[src/verilog/capsense_map.svh]
// Function
// - Continuous conversion works either on one fixed channel or with automatic channel scanning.
// - In continuous mode conversions start once the run flag is set and then keep going.
// - A conversion-complete interrupt is raised only while the enable at bit 0 is set.
// - The capacitance is found by successive approximation, one bit per step from the top.
// - The length select gives 12, 13, 14 or 16 bits, 13 after reset; shorter is faster.
// - Result bits below the selected length read as zero; with accumulation the sum shifted right can leave them set.
// - With accumulation, completion is flagged only after the last conversion of the set.
// - Bits 5:4 add 0, 0.75 us, 1.5 us or 2.25 us to the secondary reset; reset value 00.
// - Lower gain lowers the charge current and lengthens each conversion step.
// - Bits 7:6 and 3 of the reset and gain register read as zero and ignore writes.
`ifndef CAPSENSE_MAP_SVH
`define CAPSENSE_MAP_SVH

// register offsets
`define CS_CONFIG_ADDR     8'ha8
`define CS_MODE2_ADDR      8'ha9
`define CS_RESULT_LO_ADDR  8'haa
`define CS_RESULT_HI_ADDR  8'hab
`define CS_CHANNEL_ADDR    8'hac
`define CS_RST_GAIN_ADDR   8'had
`define CS_IRQ_EN_ADDR     8'hae
`define CS_STATUS_ADDR     8'haf

// config register fields
`define CS_RUN_BIT         7
`define CS_SCAN_BIT        3
`define CS_CONT_BIT        2
`define CS_ACC_LSB         0
`define CS_CONFIG_RST      8'h00

// mode2, reset/gain, enable, status fields
`define CS_LEN_LSB         0
`define CS_LEN_RST         2'h1
`define CS_EXT_LSB         4
`define CS_GAIN_LSB        0
`define CS_RST_GAIN_RST    8'h07
`define CS_RST_GAIN_MASK   8'h37
`define CS_DONE_BIT        0
`define CS_IRQ_EN_RST      8'h00

// timing
`define CS_CLK_MHZ         250
`define CS_EXT_STEP_NS     750
`define CS_EXT_STEP_CYC    ((`CS_EXT_STEP_NS * `CS_CLK_MHZ + 999) / 1000)
`define CS_RST1_NS         128
`define CS_RST1_CYC        ((`CS_RST1_NS * `CS_CLK_MHZ + 999) / 1000)
`define CS_RST2_NS         64
`define CS_RST2_CYC        ((`CS_RST2_NS * `CS_CLK_MHZ + 999) / 1000)
`define CS_CHG_NS          64
`define CS_CHG_CYC         ((`CS_CHG_NS * `CS_CLK_MHZ + 999) / 1000)

`endif

[src/verilog/capsense_pkg.sv]
package capsense_pkg;

    typedef enum logic [2:0] {
        ST_IDLE,
        ST_RST1,
        ST_RST2,
        ST_CHARGE,
        ST_WAIT_BIT,
        ST_FINISH
    } conv_state_t;

endpackage

[src/verilog/capsense_phase_timer.sv]
`timescale 1ns/1ps
module capsense_phase_timer #(
    parameter int W = 12
) (
    // clock and reset
    input  wire logic         clk_in,
    input  wire logic         reset_in,
    // control
    input  wire logic         load_in,
    input  wire logic [W-1:0] count_in,
    // status
    output logic              done_out
);

    logic [W-1:0] cnt_q;
    logic [W-1:0] cnt_d;
    logic         done_d;

    // done pulses in the same cycle the count runs out to zero; a count of 0 never ends
    always_comb begin
        cnt_d  = cnt_q;
        done_d = 1'b0;
        if (load_in) begin
            cnt_d = count_in;
        end else if (cnt_q != '0) begin
            cnt_d  = cnt_q - 1'b1;
            done_d = (cnt_q == {{(W-1){1'b0}}, 1'b1});
        end
    end

    always_ff @(posedge clk_in) begin
        if (reset_in) begin
            cnt_q    <= '0;
            done_out <= 1'b0;
        end else begin
            cnt_q    <= cnt_d;
            done_out <= done_d;
        end
    end

endmodule

[src/verilog/capsense_sar_core.sv]
`timescale 1ns/1ps
module capsense_sar_core #(
    parameter int W = 16
) (
    // clock and reset
    input  wire logic         clk_in,
    input  wire logic         reset_in,
    // sequencing
    input  wire logic         start_in,
    input  wire logic         step_in,
    input  wire logic         comp_in,
    input  wire logic [4:0]   nbits_in,
    // results
    output logic [W-1:0]      code_out,
    output logic              last_out
);

    logic [W-1:0] code_d;
    logic [W-1:0] bit_q;
    logic [W-1:0] bit_d;
    logic [W-1:0] stop_q;
    logic [W-1:0] stop_d;
    logic         last_d;

    always_comb begin
        code_d = code_out;
        bit_d  = bit_q;
        stop_d = stop_q;
        last_d = 1'b0;
        if (start_in) begin
            // trial starts at the top bit; lower bits stay 0 until reached
            bit_d  = {1'b1, {(W-1){1'b0}}};
            code_d = {1'b1, {(W-1){1'b0}}};
            stop_d = {{(W-1){1'b0}}, 1'b1} << (W[4:0] - nbits_in);
        end else if (step_in && bit_q != '0) begin
            if (!comp_in) begin
                code_d = code_out & ~bit_q;
            end
            if (bit_q == stop_q) begin
                // unconverted bits were never set, so they read 0
                bit_d  = '0;
                last_d = 1'b1;
            end else begin
                bit_d  = bit_q >> 1;
                code_d = code_d | (bit_q >> 1);
            end
        end
    end

    always_ff @(posedge clk_in) begin
        if (reset_in) begin
            code_out <= '0;
            bit_q    <= '0;
            stop_q   <= '0;
            last_out <= 1'b0;
        end else begin
            code_out <= code_d;
            bit_q    <= bit_d;
            stop_q   <= stop_d;
            last_out <= last_d;
        end
    end

endmodule

[src/verilog/capacitive_sense_conversion_ctrl.sv]
`timescale 1ns/1ps
`include "capsense_map.svh"
module capacitive_sense_conversion_ctrl #(
    parameter int W        = 16,
    parameter int CHANNELS = 16,
    parameter int TW       = 12
) (
    // clock and reset
    input  wire logic         clk_in,
    input  wire logic         reset_in,
    // register port
    input  wire logic [7:0]   addr_in,
    input  wire logic [7:0]   wdata_in,
    input  wire logic         wr_in,
    input  wire logic         rd_in,
    output logic [7:0]        rdata_out,
    // interrupt
    output logic              irq_out,
    // analogue front end
    input  wire logic         comp_in,
    output logic              elec_reset_out,
    output logic              second_reset_out,
    output logic              charge_en_out,
    output logic [2:0]        gain_out,
    output logic [W-1:0]      trial_code_out,
    output logic [3:0]        chan_sel_out
);

    ////////////////////////////////////////////////////////////////////////////
    // registers and state

    capsense_pkg::conv_state_t state_q;
    capsense_pkg::conv_state_t state_d;

    logic [7:0]   config_q;
    logic [7:0]   config_d;
    logic [1:0]   len_q;
    logic [1:0]   len_d;
    logic [7:0]   rst_gain_q;
    logic [7:0]   rst_gain_d;
    logic         irq_en_q;
    logic         irq_en_d;
    logic         done_flag_q;
    logic         done_flag_d;
    logic [3:0]   chan_q;
    logic [3:0]   chan_d;
    logic [W-1:0] result_q;
    logic [W-1:0] result_d;
    logic [W+3:0] accum_q;
    logic [W+3:0] accum_d;
    logic [3:0]   acc_left_q;
    logic [3:0]   acc_left_d;
    logic [7:0]   rdata_d;
    logic         irq_d;
    logic         elec_reset_d;
    logic         second_reset_d;
    logic         charge_en_d;

    // front-end controls
    logic          timer_load;
    logic [TW-1:0] timer_count;
    logic          timer_done;
    logic          sar_start;
    logic          sar_step;
    logic [W-1:0]  sar_code;
    logic          sar_last;
    logic [4:0]    nbits;
    logic [1:0]    ext_sel;
    logic [2:0]    gain_sel;
    logic [3:0]    acc_total;

    logic run_flag;
    logic cont_mode;
    logic scan_en;
    logic wr_config;
    logic set_done;

    assign run_flag  = config_q[`CS_RUN_BIT];
    assign cont_mode = config_q[`CS_CONT_BIT];
    assign scan_en   = config_q[`CS_SCAN_BIT];
    assign ext_sel   = rst_gain_q[`CS_EXT_LSB +: 2];
    assign gain_sel  = rst_gain_q[`CS_GAIN_LSB +: 3];
    assign wr_config = wr_in && (addr_in == `CS_CONFIG_ADDR);
    assign acc_total = 4'h1 << config_q[`CS_ACC_LSB +: 2];

    // length select 00/01/10/11 gives 12/13/14/16 bits
    always_comb begin
        case (len_q)
            2'h0:    nbits = 5'h0c;
            2'h1:    nbits = 5'h0d;
            2'h2:    nbits = 5'h0e;
            default: nbits = 5'h10;
        endcase
    end

    ////////////////////////////////////////////////////////////////////////////
    // conversion sequencer

    capsense_phase_timer #(
        .W (TW)
    ) u_timer (
        .clk_in   (clk_in),
        .reset_in (reset_in),
        .load_in  (timer_load),
        .count_in (timer_count),
        .done_out (timer_done)
    );

    capsense_sar_core #(
        .W (W)
    ) u_sar (
        .clk_in   (clk_in),
        .reset_in (reset_in),
        .start_in (sar_start),
        .step_in  (sar_step),
        .comp_in  (comp_in),
        .nbits_in (nbits),
        .code_out (sar_code),
        .last_out (sar_last)
    );

    always_comb begin
        state_d     = state_q;
        timer_load  = 1'b0;
        timer_count = '0;
        sar_start   = 1'b0;
        sar_step    = 1'b0;
        set_done    = 1'b0;
        accum_d     = accum_q;
        acc_left_d  = acc_left_q;
        result_d    = result_q;
        chan_d      = chan_q;
        case (state_q)
            capsense_pkg::ST_IDLE: begin
                // conversions begin only once the run flag is set
                if (run_flag) begin
                    state_d     = capsense_pkg::ST_RST1;
                    timer_load  = 1'b1;
                    timer_count = TW'(`CS_RST1_CYC);
                    accum_d     = '0;
                    acc_left_d  = acc_total;
                end
            end
            capsense_pkg::ST_RST1: begin
                if (timer_done) begin
                    state_d     = capsense_pkg::ST_RST2;
                    timer_load  = 1'b1;
                    timer_count = TW'(`CS_RST2_CYC + ext_sel * `CS_EXT_STEP_CYC);
                end
            end
            capsense_pkg::ST_RST2: begin
                if (timer_done) begin
                    state_d     = capsense_pkg::ST_CHARGE;
                    timer_load  = 1'b1;
                    // lower gain means less current, so each step charges longer
                    timer_count = TW'(`CS_CHG_CYC * (8 - gain_sel));
                    sar_start   = 1'b1;
                end
            end
            capsense_pkg::ST_CHARGE: begin
                if (timer_done) begin
                    state_d  = capsense_pkg::ST_WAIT_BIT;
                    sar_step = 1'b1;
                end
            end
            capsense_pkg::ST_WAIT_BIT: begin
                if (sar_last) begin
                    state_d = capsense_pkg::ST_FINISH;
                    accum_d = accum_q + (W+4)'(sar_code);
                end else begin
                    state_d     = capsense_pkg::ST_CHARGE;
                    timer_load  = 1'b1;
                    timer_count = TW'(`CS_CHG_CYC * (8 - gain_sel));
                end
            end
            capsense_pkg::ST_FINISH: begin
                if (acc_left_q > 4'h1) begin
                    // more conversions in the set: no completion yet
                    acc_left_d  = acc_left_q - 4'h1;
                    state_d     = capsense_pkg::ST_RST1;
                    timer_load  = 1'b1;
                    timer_count = TW'(`CS_RST1_CYC);
                end else begin
                    result_d = W'(accum_q >> config_q[`CS_ACC_LSB +: 2]);
                    set_done = 1'b1;
                    state_d  = capsense_pkg::ST_IDLE;
                    if (cont_mode && scan_en) begin
                        chan_d = (chan_q == 4'(CHANNELS - 1)) ? 4'h0 : chan_q + 4'h1;
                    end
                end
            end
            default: state_d = capsense_pkg::ST_IDLE;
        endcase
        // clearing the run flag abandons a conversion in progress; a finish that
        // lands just after the abort must not post a result or completion
        if (!run_flag) begin
            state_d  = capsense_pkg::ST_IDLE;
            set_done = 1'b0;
            result_d = result_q;
        end
        if (wr_in && addr_in == `CS_CHANNEL_ADDR) begin
            chan_d = wdata_in[3:0];
        end
    end

    ////////////////////////////////////////////////////////////////////////////
    // software registers

    always_comb begin
        config_d    = config_q;
        len_d       = len_q;
        rst_gain_d  = rst_gain_q;
        irq_en_d    = irq_en_q;
        done_flag_d = done_flag_q;
        if (set_done && !cont_mode) begin
            config_d[`CS_RUN_BIT] = 1'b0;
        end
        if (wr_config) begin
            // a fresh write of 1 wins over the hardware clear
            config_d = wdata_in;
        end
        if (wr_in && addr_in == `CS_MODE2_ADDR) begin
            len_d = wdata_in[`CS_LEN_LSB +: 2];
        end
        if (wr_in && addr_in == `CS_RST_GAIN_ADDR) begin
            rst_gain_d = wdata_in & `CS_RST_GAIN_MASK;
        end
        if (wr_in && addr_in == `CS_IRQ_EN_ADDR) begin
            irq_en_d = wdata_in[`CS_DONE_BIT];
        end
        if (rd_in && addr_in == `CS_STATUS_ADDR) begin
            done_flag_d = 1'b0;
        end
        if (set_done) begin
            done_flag_d = 1'b1;
        end
    end

    // read data; the run flag reads its live value, so a poll one cycle
    // after the setting write already sees it high
    always_comb begin
        rdata_d = 8'h00;
        if (rd_in) begin
            case (addr_in)
                `CS_CONFIG_ADDR:    rdata_d = config_q;
                `CS_MODE2_ADDR:     rdata_d = {6'h00, len_q};
                `CS_RESULT_LO_ADDR: rdata_d = result_q[7:0];
                `CS_RESULT_HI_ADDR: rdata_d = result_q[W-1 -: 8];
                `CS_CHANNEL_ADDR:   rdata_d = {4'h0, chan_q};
                `CS_RST_GAIN_ADDR:  rdata_d = rst_gain_q & `CS_RST_GAIN_MASK;
                `CS_IRQ_EN_ADDR:    rdata_d = {7'h00, irq_en_q};
                `CS_STATUS_ADDR:    rdata_d = {7'h00, done_flag_q};
                default:            rdata_d = 8'h00;
            endcase
        end
    end

    ////////////////////////////////////////////////////////////////////////////
    // outputs

    always_comb begin
        irq_d          = done_flag_d && irq_en_d;
        elec_reset_d   = (state_d == capsense_pkg::ST_RST1);
        second_reset_d = (state_d == capsense_pkg::ST_RST2);
        charge_en_d    = (state_d == capsense_pkg::ST_CHARGE);
    end

    always_ff @(posedge clk_in) begin
        if (reset_in) begin
            state_q          <= capsense_pkg::ST_IDLE;
            config_q         <= `CS_CONFIG_RST;
            len_q            <= `CS_LEN_RST;
            rst_gain_q       <= `CS_RST_GAIN_RST;
            irq_en_q         <= 1'b0;
            done_flag_q      <= 1'b0;
            chan_q           <= 4'h0;
            result_q         <= '0;
            accum_q          <= '0;
            acc_left_q       <= 4'h0;
            rdata_out        <= 8'h00;
            irq_out          <= 1'b0;
            elec_reset_out   <= 1'b0;
            second_reset_out <= 1'b0;
            charge_en_out    <= 1'b0;
            gain_out         <= 3'(`CS_RST_GAIN_RST);
            chan_sel_out     <= 4'h0;
        end else begin
            state_q          <= state_d;
            config_q         <= config_d;
            len_q            <= len_d;
            rst_gain_q       <= rst_gain_d;
            irq_en_q         <= irq_en_d;
            done_flag_q      <= done_flag_d;
            chan_q           <= chan_d;
            result_q         <= result_d;
            accum_q          <= accum_d;
            acc_left_q       <= acc_left_d;
            rdata_out        <= rdata_d;
            irq_out          <= irq_d;
            elec_reset_out   <= elec_reset_d;
            second_reset_out <= second_reset_d;
            charge_en_out    <= charge_en_d;
            gain_out         <= rst_gain_d[`CS_GAIN_LSB +: 3];
            chan_sel_out     <= chan_d;
        end
    end

    assign trial_code_out = sar_code;

endmodule

[config.mk]
export PLATFORM = sky130hd
export DESIGN_NAME = capacitive_sense_conversion_ctrl
export DESIGN_NICKNAME = d
export VERILOG_FILES = /design/src/verilog/capsense_pkg.sv /design/src/verilog/capsense_phase_timer.sv /design/src/verilog/capsense_sar_core.sv /design/src/verilog/capacitive_sense_conversion_ctrl.sv
export VERILOG_INCLUDE_DIRS = /design/src /design/src/verilog
export SDC_FILE = /design/constraint.sdc
export NUM_CORES = 1
export LEC_CHECK = 0
export BUFFER_PORTS_ARGS = -buffer_cell sky130_fd_sc_hd__clkbuf_2
export CORE_ASPECT_RATIO = 1.75
export CORE_MARGIN = 2
export CORE_UTILIZATION = 40
export DETAILED_ROUTE_END_ITERATION = 16
export HOLD_SLACK_MARGIN = 0.12
export PLACE_DENSITY = 0.62
export SYNTH_ARGS = -nofsm -noshare
export SYNTH_HDL_FRONTEND = slang
export SYNTH_SLANG_ARGS = --single-unit
[constraint.sdc]
create_clock -name clk_in -period 2.8 [get_ports clk_in]
set_clock_uncertainty 0.2 [all_clocks]
set_input_delay 0.14 -clock clk_in [delete_from_list [all_inputs] [get_ports clk_in]]
set_output_delay 0.14 -clock clk_in [all_outputs]
set_load 0.05 [all_outputs]
# Word level (Yosys, flattened, before mapping)
# Index checks and enable logic that the tools add are counted.
classes:
  add_sub_neg: 7
  n_mul: 1
  order_cmp: 1
  eq_ne: 25
  shifts: 3
  n_mux: 53
  bitwise_logic: 7
  n_reduce_logical: 31
op_table:
  columns: ["cell", "n"]
  rows:
  - ["$mux W16", 8]
  - ["$eq A8 B8 Y1 const B", 8]
  - ["$pmux W8 S8", 1]
  - ["$pmux W12 S5", 1]
  - ["$mux W12", 4]
  - ["$mux W20", 2]
  - ["$pmux W20 S2", 1]
  - ["$mux W4", 7]
  - ["$add A20 B16 Y20", 1]
  - ["$shr A20 B2 Y16", 1]
  - ["$pmux W3 S6", 1]
  - ["$and A16 B16 Y16", 1]
  - ["$eq A16 B16 Y1", 1]
  - ["$not A16 Y16", 1]
  - ["$or A16 B15 Y16", 1]
  - ["$reduce_bool A16 Y1", 1]
  - ["$shl A1 B5 Y16 const A", 1]
  - ["$mux W1", 15]
  - ["$mux W15", 1]
  - ["$mux W3", 5]
  - ["$pmux W5 S3", 1]
  - ["$reduce_bool A2 Y1", 7]
  - ["$eq A12 B1 Y1 const B", 1]
  - ["$eq A3 B2 Y1 const B", 4]
  - ["other kinds (30)", 53]
totals:
  reg_bits: 138
  in_bits: 21

# Logic depth before layout (Yosys ltp)
# Gate-level depths: netlist (run 1).
logic_depth:
  word_depth: 9
  depth_mapped: 9
  mapped_depth_nobuf: 8

# Modules after synthesis
# From an unflattened synthesis (run 1), not the netlist that was laid out.
hier_totals:
  hier_cells: 824
  area_unflattened_um2: 7403.4
by_module_without_submodules:
  columns: ["module", "n_inst", "cells_per_inst", "area_per_inst_um2"]
  rows:
  - ["capacitive_sense_conversion_ctrl", 1, 527, 4611.9]
  - ["capsense_sar_core", 1, 208, 2075.7]
  - ["capsense_phase_timer", 1, 89, 715.7]

# Least setup slack after synthesis (run 1)
# OpenSTA, ideal clock, no wires.
synth_timing:
  path_type: "reg-to-reg"
  start: "register u_sar.code_out[1]"
  end: "register accum_q[15]"
  t_arrival_ns: 2.318
  required_ns: 2.478
  setup_slack_ns: 0.160
  path_stages_with_launch: 8
  n_path_buf: 0
  period_less_slack_ns: 2.640
  path_cell_list: "dfxtp_1 ha_1 a211oi_1 nor3_1 o31ai_1 a311oi_1 mux2i_1 a221o_1"
synth_between:
  elab_chain_cells: 3
synth_rtl:
  columns: ["element", "line", "source"]
  rows:
  - ["start: declaration", "capsense_sar_core.sv:14", "output logic [W-1:0] code_out,"]
  - ["start signal: assignment", "capsense_sar_core.sv:57", "code_out <= code_d;"]
  - ["$add A20 B16 Y20", "capacitive_sense_conversion_ctrl.sv:169", "accum_d = accum_q + (W+4)'(sar_code);"]
  - ["$mux W20", "capacitive_sense_conversion_ctrl.sv:167", "if (sar_last) begin"]
  - ["$pmux W20 S2", "capacitive_sense_conversion_ctrl.sv:133", "case (state_q)"]
  - ["end signal: assignment", "capacitive_sense_conversion_ctrl.sv:296", "accum_q <= accum_d;"]
  - ["end: declaration", "capacitive_sense_conversion_ctrl.sv:49", "logic [W+3:0] accum_q;"]
# No other way between the ends. The select of a mux whose other input is x is not followed.
# A chain may end at the register's enable or synchronous reset.

# Final worst setup path (run 1)
layout_timing:
  start: "register accum_q[7]"
  end: "register accum_q[15]"
layout_between:
  elab_chain_cells: 3
layout_rtl:
  columns: ["element", "line"]
  rows:
  - ["$add A20 B16 Y20", "capacitive_sense_conversion_ctrl.sv:169"]
  - ["$mux W20", "capacitive_sense_conversion_ctrl.sv:167"]
  - ["$pmux W20 S2", "capacitive_sense_conversion_ctrl.sv:133"]
# No other way between the ends. The select of a mux whose other input is x is not followed.

==> results of run 1 <==
[worst max-delay path by stage]
stage	slack (ps)	from	cells past startpoint	to
2_1_floorplan	160	u_sar.code_out[1]	7	accum_q[15]
3_3_place_gp	120	accum_q[1]	8	accum_q[15]
3_5_place_dp	100	accum_q[1]	8	accum_q[15]
4_1_cts	80	accum_q[1]	8	accum_q[15]
5_1_grt	40	addr_in[1]	8	rst_gain_q[5]
6_report	200	accum_q[7]	7	accum_q[15]
[synthesized netlist by cell type (18+ instances only)]
library cell / n / share of area (%)
sky130_fd_sc_hd__mux4_2: 18 / 5.7
sky130_fd_sc_hd__nand3_1: 32 / 2.3
sky130_fd_sc_hd__mux2i_1: 32 / 4.5
sky130_fd_sc_hd__ha_1: 34 / 6.0
sky130_fd_sc_hd__nor2_1: 104 / 5.5
sky130_fd_sc_hd__dfxtp_1: 131 / 37
sky130_fd_sc_hd__inv_1: 20 / 1.1
sky130_fd_sc_hd__a21oi_1: 61 / 4.3
sky130_fd_sc_hd__clkbuf_1: 31 / 1.6
sky130_fd_sc_hd__nand2_1: 101 / 5.4
sky130_fd_sc_hd__a22oi_1: 25 / 2.7
sky130_fd_sc_hd__xor2_1: 22 / 2.7
[through the flow]
stage | cells | total power [mW] | setup slack (ps)
after detailed placement | 1073 | 2.518 | 104.4
final | 1126 | 4.832 | 202.7
after CTS | 1126 | 4.871 | 79.36
after global routing | 1126 | 5.045 | 44.93
after floorplan | 806 | 2.401 | 160.5
after global placement | 1073 | 2.515 | 115.1
[where the power goes]
part	internal (mW)	switching, mW
clock	1.43	0.904
combinational	0.219	0.295
sequential	1.92	0.0579
[layout make-up]
class,count,share of cell area [%]
clock buffers,18,5.199
clock inverters,14,2.118
inverters,20,0.8888
multi-input cells,610,49.27
flip-flops and latches,131,31.05
well taps,231,3.422
repair buffers,102,8.058
[layer usage]
metal | vias up | part of all wire [%] | global-route usage, %
met2 | 123 | 55 | 39.53
met4 | 0 | 3.4 | 9.838
met3 | 34 | 3.1 | 3.698
met5 | - | 0 | 0
li1 | 3063 | - | -
met1 | 2960 | 39 | 21.57
[worst register-to-register path, cell delays in order (launching register included)]
cell                       delay (ps)
sky130_fd_sc_hd__dfxtp_1          370
sky130_fd_sc_hd__ha_1             420
sky130_fd_sc_hd__nand3_1          130
sky130_fd_sc_hd__nor3_1           320
sky130_fd_sc_hd__o31ai_2          150
sky130_fd_sc_hd__a311oi_1         470
sky130_fd_sc_hd__mux2i_1          150
sky130_fd_sc_hd__a221o_1          280
[logic make-up (layout without fill, tap and decap cells)]
family / after synthesis / in the layout / synth area share [%]
fa+ha+maj: 35 / 35 / 6.304
compound gates: 172 / 172 / 16.33
xor+xnor: 31 / 31 / 3.843
mux: 58 / 58 / 11.55
buf+inv: 65 / 154 / 4.073
flops: 131 / 131 / 37.12
simple gates: 314 / 314 / 20.79
[timing repair]
action,CTS,global route
endpoints found under the setup margin,0,2
resized for setup,0,2
hold buffers,21,0
hold endpoints to repair,53,0
[registers in the layout, indices dropped and copies added, names as in the netlist, 2 cells and up]
name and cells:
rst_gain_q 5, u_sar.stop_q 10, u_sar.bit_q 16, rdata_out 8, config_q 8, result_q 16, chan_q 4, accum_q 19
u_timer.cnt_q 12, state_q 3, acc_left_q 4, len_q 2, u_sar.code_out 16
[cell usage in the layout (no fill, tap or decap), types with 20 or more instances in the layout]
cell type	instances
sky130_fd_sc_hd__ha_1	34
sky130_fd_sc_hd__a22oi_1	25
sky130_fd_sc_hd__nor2_1	104
sky130_fd_sc_hd__nand2_1	101
sky130_fd_sc_hd__dfxtp_1	131
sky130_fd_sc_hd__inv_1	20
sky130_fd_sc_hd__mux2i_1	32
sky130_fd_sc_hd__buf_4	26
sky130_fd_sc_hd__clkbuf_2	55
sky130_fd_sc_hd__a21oi_1	61
sky130_fd_sc_hd__dlygate4sd3_1	21
sky130_fd_sc_hd__nand3_1	32
sky130_fd_sc_hd__xor2_1	22
==> key figures, run 1 <==
STA
  – Time the final worst path needs with I/O delays and setup: 2597 ps
  – Headroom to the max-slew limit: 32.32%
  – Worst-Margin Slew: 1013 ps
  – TNS Setup: 0 ps
  – Worst Hold Margin: 139.7 ps
  – Final hold vios: 0
  – Max Clock Freq: 385.0 MHz
  – RSZ-0062 raised after global routing: false
  – Final period utilization: 92.76%
  – Final slew viol count: 0
  – Setup violations, final: 0

Die
  – Effective utilization at floorplan: 40.66%
  – Number of placed I/O pins: 56
  – Horizontal die dimension: 104.5 microns
  – Vertical extent of the die: 179.8 microns
  – Row count: 64
  – Floorplan die area: 18,780 sq um
  – CORE AREA: 17,380 sq um

Setup path
  – Worst Setup Path Type: register to register
  – Count of buffer and inverter cells on the critical path: 0
  – Required time of the critical path: 2910 ps
  – Cell type of the slowest stage on the worst timing path: sky130_fd_sc_hd__a311oi_1
  – Data arrival time of the critical path: 2710 ps
  – Cell family with the largest share of critical-path delay: compound AO/OA/AOI/OAI gates
  – Flop2flop setup slack: 200 ps
  – Top fanout value on the critical path: 6
  – Worst Reg-to-Reg Cells: 7
  – Endpoint of the worst register-to-register path: accum_q[15]
  – Critical Path Sink Type: register
  – RR Startpoint: accum_q[7]
  – Delay of the slowest cell on the worst path: 470 ps
  – Startpoint kind of the worst setup timing path: register
  – Cell-by-cell trace of the critical path: ha_1, nand3_1, nor3_1, o31ai_2, a311oi_1, mux2i_1, a221o_1

Hold path
  – Hold Path End: done_flag_q
  – Critical hold path startpoint: addr_in[0]
  – Type of the most critical hold path: input port to register
  – Number of cells on the worst hold path: 4

Global routing
  – Global-route wire length before repair: 31.03 mm
  – Global-route usage over all layers: 20.78%
  – Number of antenna violations at the first check in global routing: 0
  – Pin count of the biggest net entering global routing: 37
  – Sum of overflow across all layers after global routing: 0
  – Number of global-route vias before repair: 6,152

Power
  – Maximum ir drop on the vdd rail: 0.0003472 V
  – Static leakage: 3.618 nW
  – Cell Pwr Density: 572.0 nW/um^2

Placed design
  – Estimated wirelength of the detail-placed design: 13.75 mm
  – Placement Cell Area: 7612 sq um
  – Routability-driven placement congestion ratio: 0.8326
  – Number of buffers inserted by port buffering: 55

Synth
  – Syn_nets: 862
  – Number of synthesized register bits: 131
  – Share of flip-flops with an asynchronous set or reset: 0%
  – Yosys Warn Count: 0
  – Number of distinct library cell variants in the gate-level netlist after synthesis: 66
  – Post-synthesis sequential area ratio: 37.12%
  – Synth Instances: 806
  – Commonest register cell after synthesis: sky130_fd_sc_hd__dfxtp_1
  – Synthesized area per cell: 8.766 sq um
  – Netlist area before placement: 7066 sq um
  – Number of flops mapped to enable cells by yosys: 0

Route
  – Vias per Instance: 5.488
  – Residual DRC: 0
  – First-pass DRT Iterations: 6
  – Final wirelength: 19.04 mm
  – Number of DRC violations after detailed-routing iteration 0: 264
  – Drt wl/cell: 16.91 microns
  – Post-detailed-route count of antenna-violating nets: 0
  – Count of vias placed by the detailed router: 6,180

Clock network
  – Clock slew at reported path FFs: 60 ps
  – CTS tree: built
  – Max clock buf depth: 2
  – Clk root buf: sky130_fd_sc_hd__clkbuf_16
  – Setup repair bufs after CTS: 0
  – Clock latency on the worst-skew pair: 430 ps
  – Num CTS Buffers: 17
  – Clock sinks: 131
  – Deepest level of the CTS H-tree: 4

Cells and area
  – # diodes: 0
  – # fillers: 1,702
  – Util after Layout: 48.61%
  – Final Instance Area: 8447 sq um
  – Sequential cell area: 2623 sq um
  – Multi-input gate area in the final layout: 4161 sq um
  – Signed area change from the synthesized netlist to the final layout: 19.55%
  – Nets@finish: 938
  – Layout cells sized above 1: 17.32%

Flow run
  – Max-capacitance violation count: 0

Run status
  – Outcome: finished clean
No activity file was read; power rests on OpenSTA's default activity.
==> inputs of run 2 (changes only) <==
Settings changed: MAX_ROUTING_LAYER set to met4, SKIP_LAST_GASP set to 1.
Clock period 2.8 ns to 3 ns, I/O delays scaled along.
==> run 2 against run 1 <==
Core utilization shrank 0.49 points. Register-to-register slack better by 180 ps. Routed wire length down 1.1%. Worst setup slack got worse by 95 ps. Combinational power fell by 5.1%. Largest power group unchanged. Hold slack improved by 26 ps. Via count is 0.28% lower.
==> key figures, run 2 (synthesis results as in run 1) <==
Cells and area
  – Nets@finish: 927 (was 938)
  – Commonest cells after routing, fill and taps aside: sky130_fd_sc_hd__dfxtp_1, sky130_fd_sc_hd__nor2_1, sky130_fd_sc_hd__nand2_1 (unchanged)
  – Most common cell after layout, fill and taps aside: sky130_fd_sc_hd__dfxtp_1 (unchanged)
  – # diodes: 0 (unchanged)
  – Multi-input gate area in the final layout: 4156 sq um (was 4161 sq um)
  – Final Instance Area: 8362 sq um (was 8447 sq um)
  – Largest register by flop count: accum_q (unchanged)
  – Layout cells sized above 1: 16.18% (was 17.32%)
  – Largest register FFs: 19 (unchanged)
  – Sequential cell area: 2623 sq um (unchanged)
  – Signed area change from the synthesized netlist to the final layout: 18.35% (was 19.55%)
  – # fillers: 1,696 (was 1,702)

Route
  – Post-detailed-route count of antenna-violating nets: 0 (unchanged)
  – Number of DRC violations after detailed-routing iteration 0: 291 (was 264)
  – First-pass DRT Iterations: 5 (was 6)
  – Final wirelength: 18.82 mm (was 19.04 mm)
  – Vias per Instance: 5.527 (was 5.488)
  – Residual DRC: 0 (unchanged)
  – Drt wl/cell: 16.88 microns (was 16.91 microns)
  – Count of vias placed by the detailed router: 6,163 (was 6,180)

Global routing
  – Global-route layer with the greatest usage: met2 (unchanged)
  – Number of global-route vias before repair: 6,130 (was 6,152)
  – Met1 Usage GRT: 21.18% (was 21.57%)
  – Global-route usage over all layers: 20.91% (was 20.78%)
  – GR Util met2: 38.41% (was 39.53%)
  – Global-route wire length before repair: 30.50 mm (was 31.03 mm)
  – Number of antenna violations at the first check in global routing: 0 (unchanged)
  – Pin count of the biggest net entering global routing: 45 (was 37)
  – Sum of overflow across all layers after global routing: 0 (unchanged)
  – Met3 track demand over resource: 3.517% (was 3.698%)

STA
  – Final period utilization: 96.41%
  – Time the final worst path needs with I/O delays and setup: 2892 ps
  – Setup violations, final: 0 (unchanged)
  – RSZ-0062 raised after global routing: false (unchanged)
  – TNS Setup: 0 ps (unchanged)
  – Worst-Margin Slew: 1063 ps (was 1013 ps)
  – Final slew viol count: 0 (unchanged)
  – Final hold vios: 0 (unchanged)
  – Headroom to the max-slew limit: 28.99% (was 32.32%)
  – Max Clock Freq: 345.8 MHz

Clock network
  – Num CTS Buffers: 17 (unchanged)
  – Clock slew at reported path FFs: 70 ps (was 60 ps)
  – Clock sinks: 131 (unchanged)
  – Clock latency on the worst-skew pair: 420 ps (was 430 ps)
  – CTS tree: built (unchanged)
  – Max clock buf depth: 2 (unchanged)
  – Clk root buf: sky130_fd_sc_hd__clkbuf_16 (unchanged)
  – Deepest level of the CTS H-tree: 4 (unchanged)

Setup path
  – Cell type of the slowest stage on the worst timing path: sky130_fd_sc_hd__dlygate4sd3_1 (was sky130_fd_sc_hd__a311oi_1)
  – Flop2flop setup slack: 380 ps (was 200 ps)
  – Endpoint of the worst register-to-register path: accum_q[15] (unchanged)
  – Required time of the critical path: 3090 ps (was 2910 ps)
  – Count of buffer and inverter cells on the critical path: 3 (was 0)
  – RR Startpoint: accum_q[7] (unchanged)
  – Cell family with the largest share of critical-path delay: simple AND/OR/NAND/NOR gates (was compound AO/OA/AOI/OAI gates)
  – Critical Path Sink Type: register (unchanged)
  – Worst Reg-to-Reg Cells: 7 (unchanged)
  – Delay of the slowest cell on the worst path: 590 ps (was 470 ps)
  – Cell-by-cell trace of the critical path: dlygate4sd3_1, clkbuf_2, nor4bb_1, dlygate4sd3_1, nand2_1, nor2_1, nand3_1, mux2i_1, nor2_1 (was ha_1, nand3_1, nor3_1, o31ai_2, a311oi_1, mux2i_1, a221o_1)
  – Data arrival time of the critical path: 2980 ps (was 2710 ps)
  – Startpoint kind of the worst setup timing path: input port (was register)
  – Top fanout value on the critical path: 8 (was 6)
  – Worst Setup Path Type: input port to register (was register to register)

Power
  – Sequential power share: 40.6% (was 41.0%)
  – Static leakage: 3.579 nW (was 3.618 nW)
  – Clock share of power: 48.6% (was 48.4%)
  – Cell Pwr Density: 543.5 nW/um^2 (was 572.0 nW/um^2)
  – Internal: 3.333 mW (was 3.575 mW)
  – Maximum ir drop on the vdd rail: 0.0003359 V (was 0.0003472 V)
  – Combinational Power Share: 10.7% (was 10.6%)
  – Switch Pwr: 1.211 mW (was 1.256 mW)
  – Share of total power consumed by net switching: 26.66% (was 26.00%)
  – Final Power: 4.544 mW (was 4.832 mW)

Die
  – Number of placed I/O pins: 56 (unchanged)
  – Horizontal die dimension: 104.5 microns (unchanged)
  – Vertical extent of the die: 179.8 microns (unchanged)
  – CORE AREA: 17,380 sq um (unchanged)
  – Floorplan die area: 18,780 sq um (unchanged)
  – Effective utilization at floorplan: 40.66% (unchanged)
  – Row count: 64 (unchanged)

Hold path
  – Number of cells on the worst hold path: 4 (unchanged)
  – Hold Path End: done_flag_q (unchanged)
  – Type of the most critical hold path: input port to register (unchanged)
  – Critical hold path startpoint: addr_in[0] (unchanged)

Flow run
  – Max-capacitance violation count: 0 (unchanged)

Placed design
  – Estimated wirelength of the detail-placed design: 13.83 mm (was 13.75 mm)
  – Routability-driven placement congestion ratio: 0.8677 (was 0.8326)
  – Placement Cell Area: 7530 sq um (was 7612 sq um)
  – Number of buffers inserted by port buffering: 55 (unchanged)

Run status
  – Outcome: finished clean (unchanged)
## run 2: cell types whose count changed in the layout (fill, tap and decap cells not counted)
cell | before | now
sky130_fd_sc_hd__buf_4 | 26 | 15
sky130_fd_sc_hd__clkinvlp_4 | 3 | 1
sky130_fd_sc_hd__inv_6 | 3 | 5
sky130_fd_sc_hd__inv_8 | 0 | 2
sky130_fd_sc_hd__clkbuf_8 | 1 | 0
sky130_fd_sc_hd__clkinv_4 | 4 | 3
sky130_fd_sc_hd__o31ai_1 | 1 | 2
sky130_fd_sc_hd__o31ai_2 | 1 | 0
## run 2: worst reg2reg max path, delay by kind of cell, from the launching register on
| kind | cells | cell delay [ps] |
|---|---|---|
| AO/OA/AOI/OAI | 3 | 920 |
| AND/OR/NAND/NOR | 2 | 460 |
| adder cells (fa/ha/maj) | 1 | 420 |
| flip-flops | 1 | 370 |
| multiplexers | 1 | 150 |
## run 2: final cells by class
cell class / instances / area share [%]
flip-flops and latches: 131 / 31.36
well taps: 231 / 3.457
multi-input cells: 610 / 49.71
clock inverters: 15 / 2.334
repair buffers: 91 / 7.152
clock buffers: 17 / 5.088
inverters: 20 / 0.8978
## run 2: worst max-delay path by stage
stage	start	endpoint	slack [ps]	cells after the start
after floorplan	u_sar.code_out[1]	accum_q[15]	360	7
after global placement	accum_q[1]	accum_q[15]	450	7
after detailed placement	accum_q[1]	accum_q[15]	420	7
after CTS	addr_in[4]	rst_gain_q[4]	70	9
after global routing	addr_in[4]	config_q[5]	10	9
final	addr_in[4]	config_q[0]	110	9
## run 2: per-layer routing
layer | wire length [microns] | up-vias
li1 | - | 3038
met1 | 7463 | 2962
met2 | 10180 | 118
met3 | 476 | 45
met4 | 703 | 0
met5 | 0 | -
## run 2: metrics by stage
step	instances	utilization (%)	setup slack (ps)	hold WS (ps)
after detailed placement	1062	43.33	416.1	222.8
after CTS	1115	48.11	65.20	138.8
final	1115	48.12	107.8	165.8
after global routing	1115	48.12	13.39	197.8
after global placement	1062	43.33	447.1	193.1
after floorplan	806	-	360.5	93.94
## run 2: timing repair
action / 4_1_cts / 5_1_grt
hold endpoints to repair: 50 / 0
resized for setup: 0 / 1
hold buffers: 21 / 0
setup endpoints to repair: 0 / 1
buffers inserted: 0 / 0
## run 2: power by group through the flow
stage / registers [mW] / clock network, mW / logic (mW)
6_report: 1.85 / 2.21 / 0.487
5_1_grt: 1.85 / 2.31 / 0.549
4_1_cts: 1.85 / 2.24 / 0.488
3_5_place_dp: 1.89 / 0 / 0.466
3_3_place_gp: 1.89 / 0 / 0.466
2_1_floorplan: 1.87 / 0 / 0.368
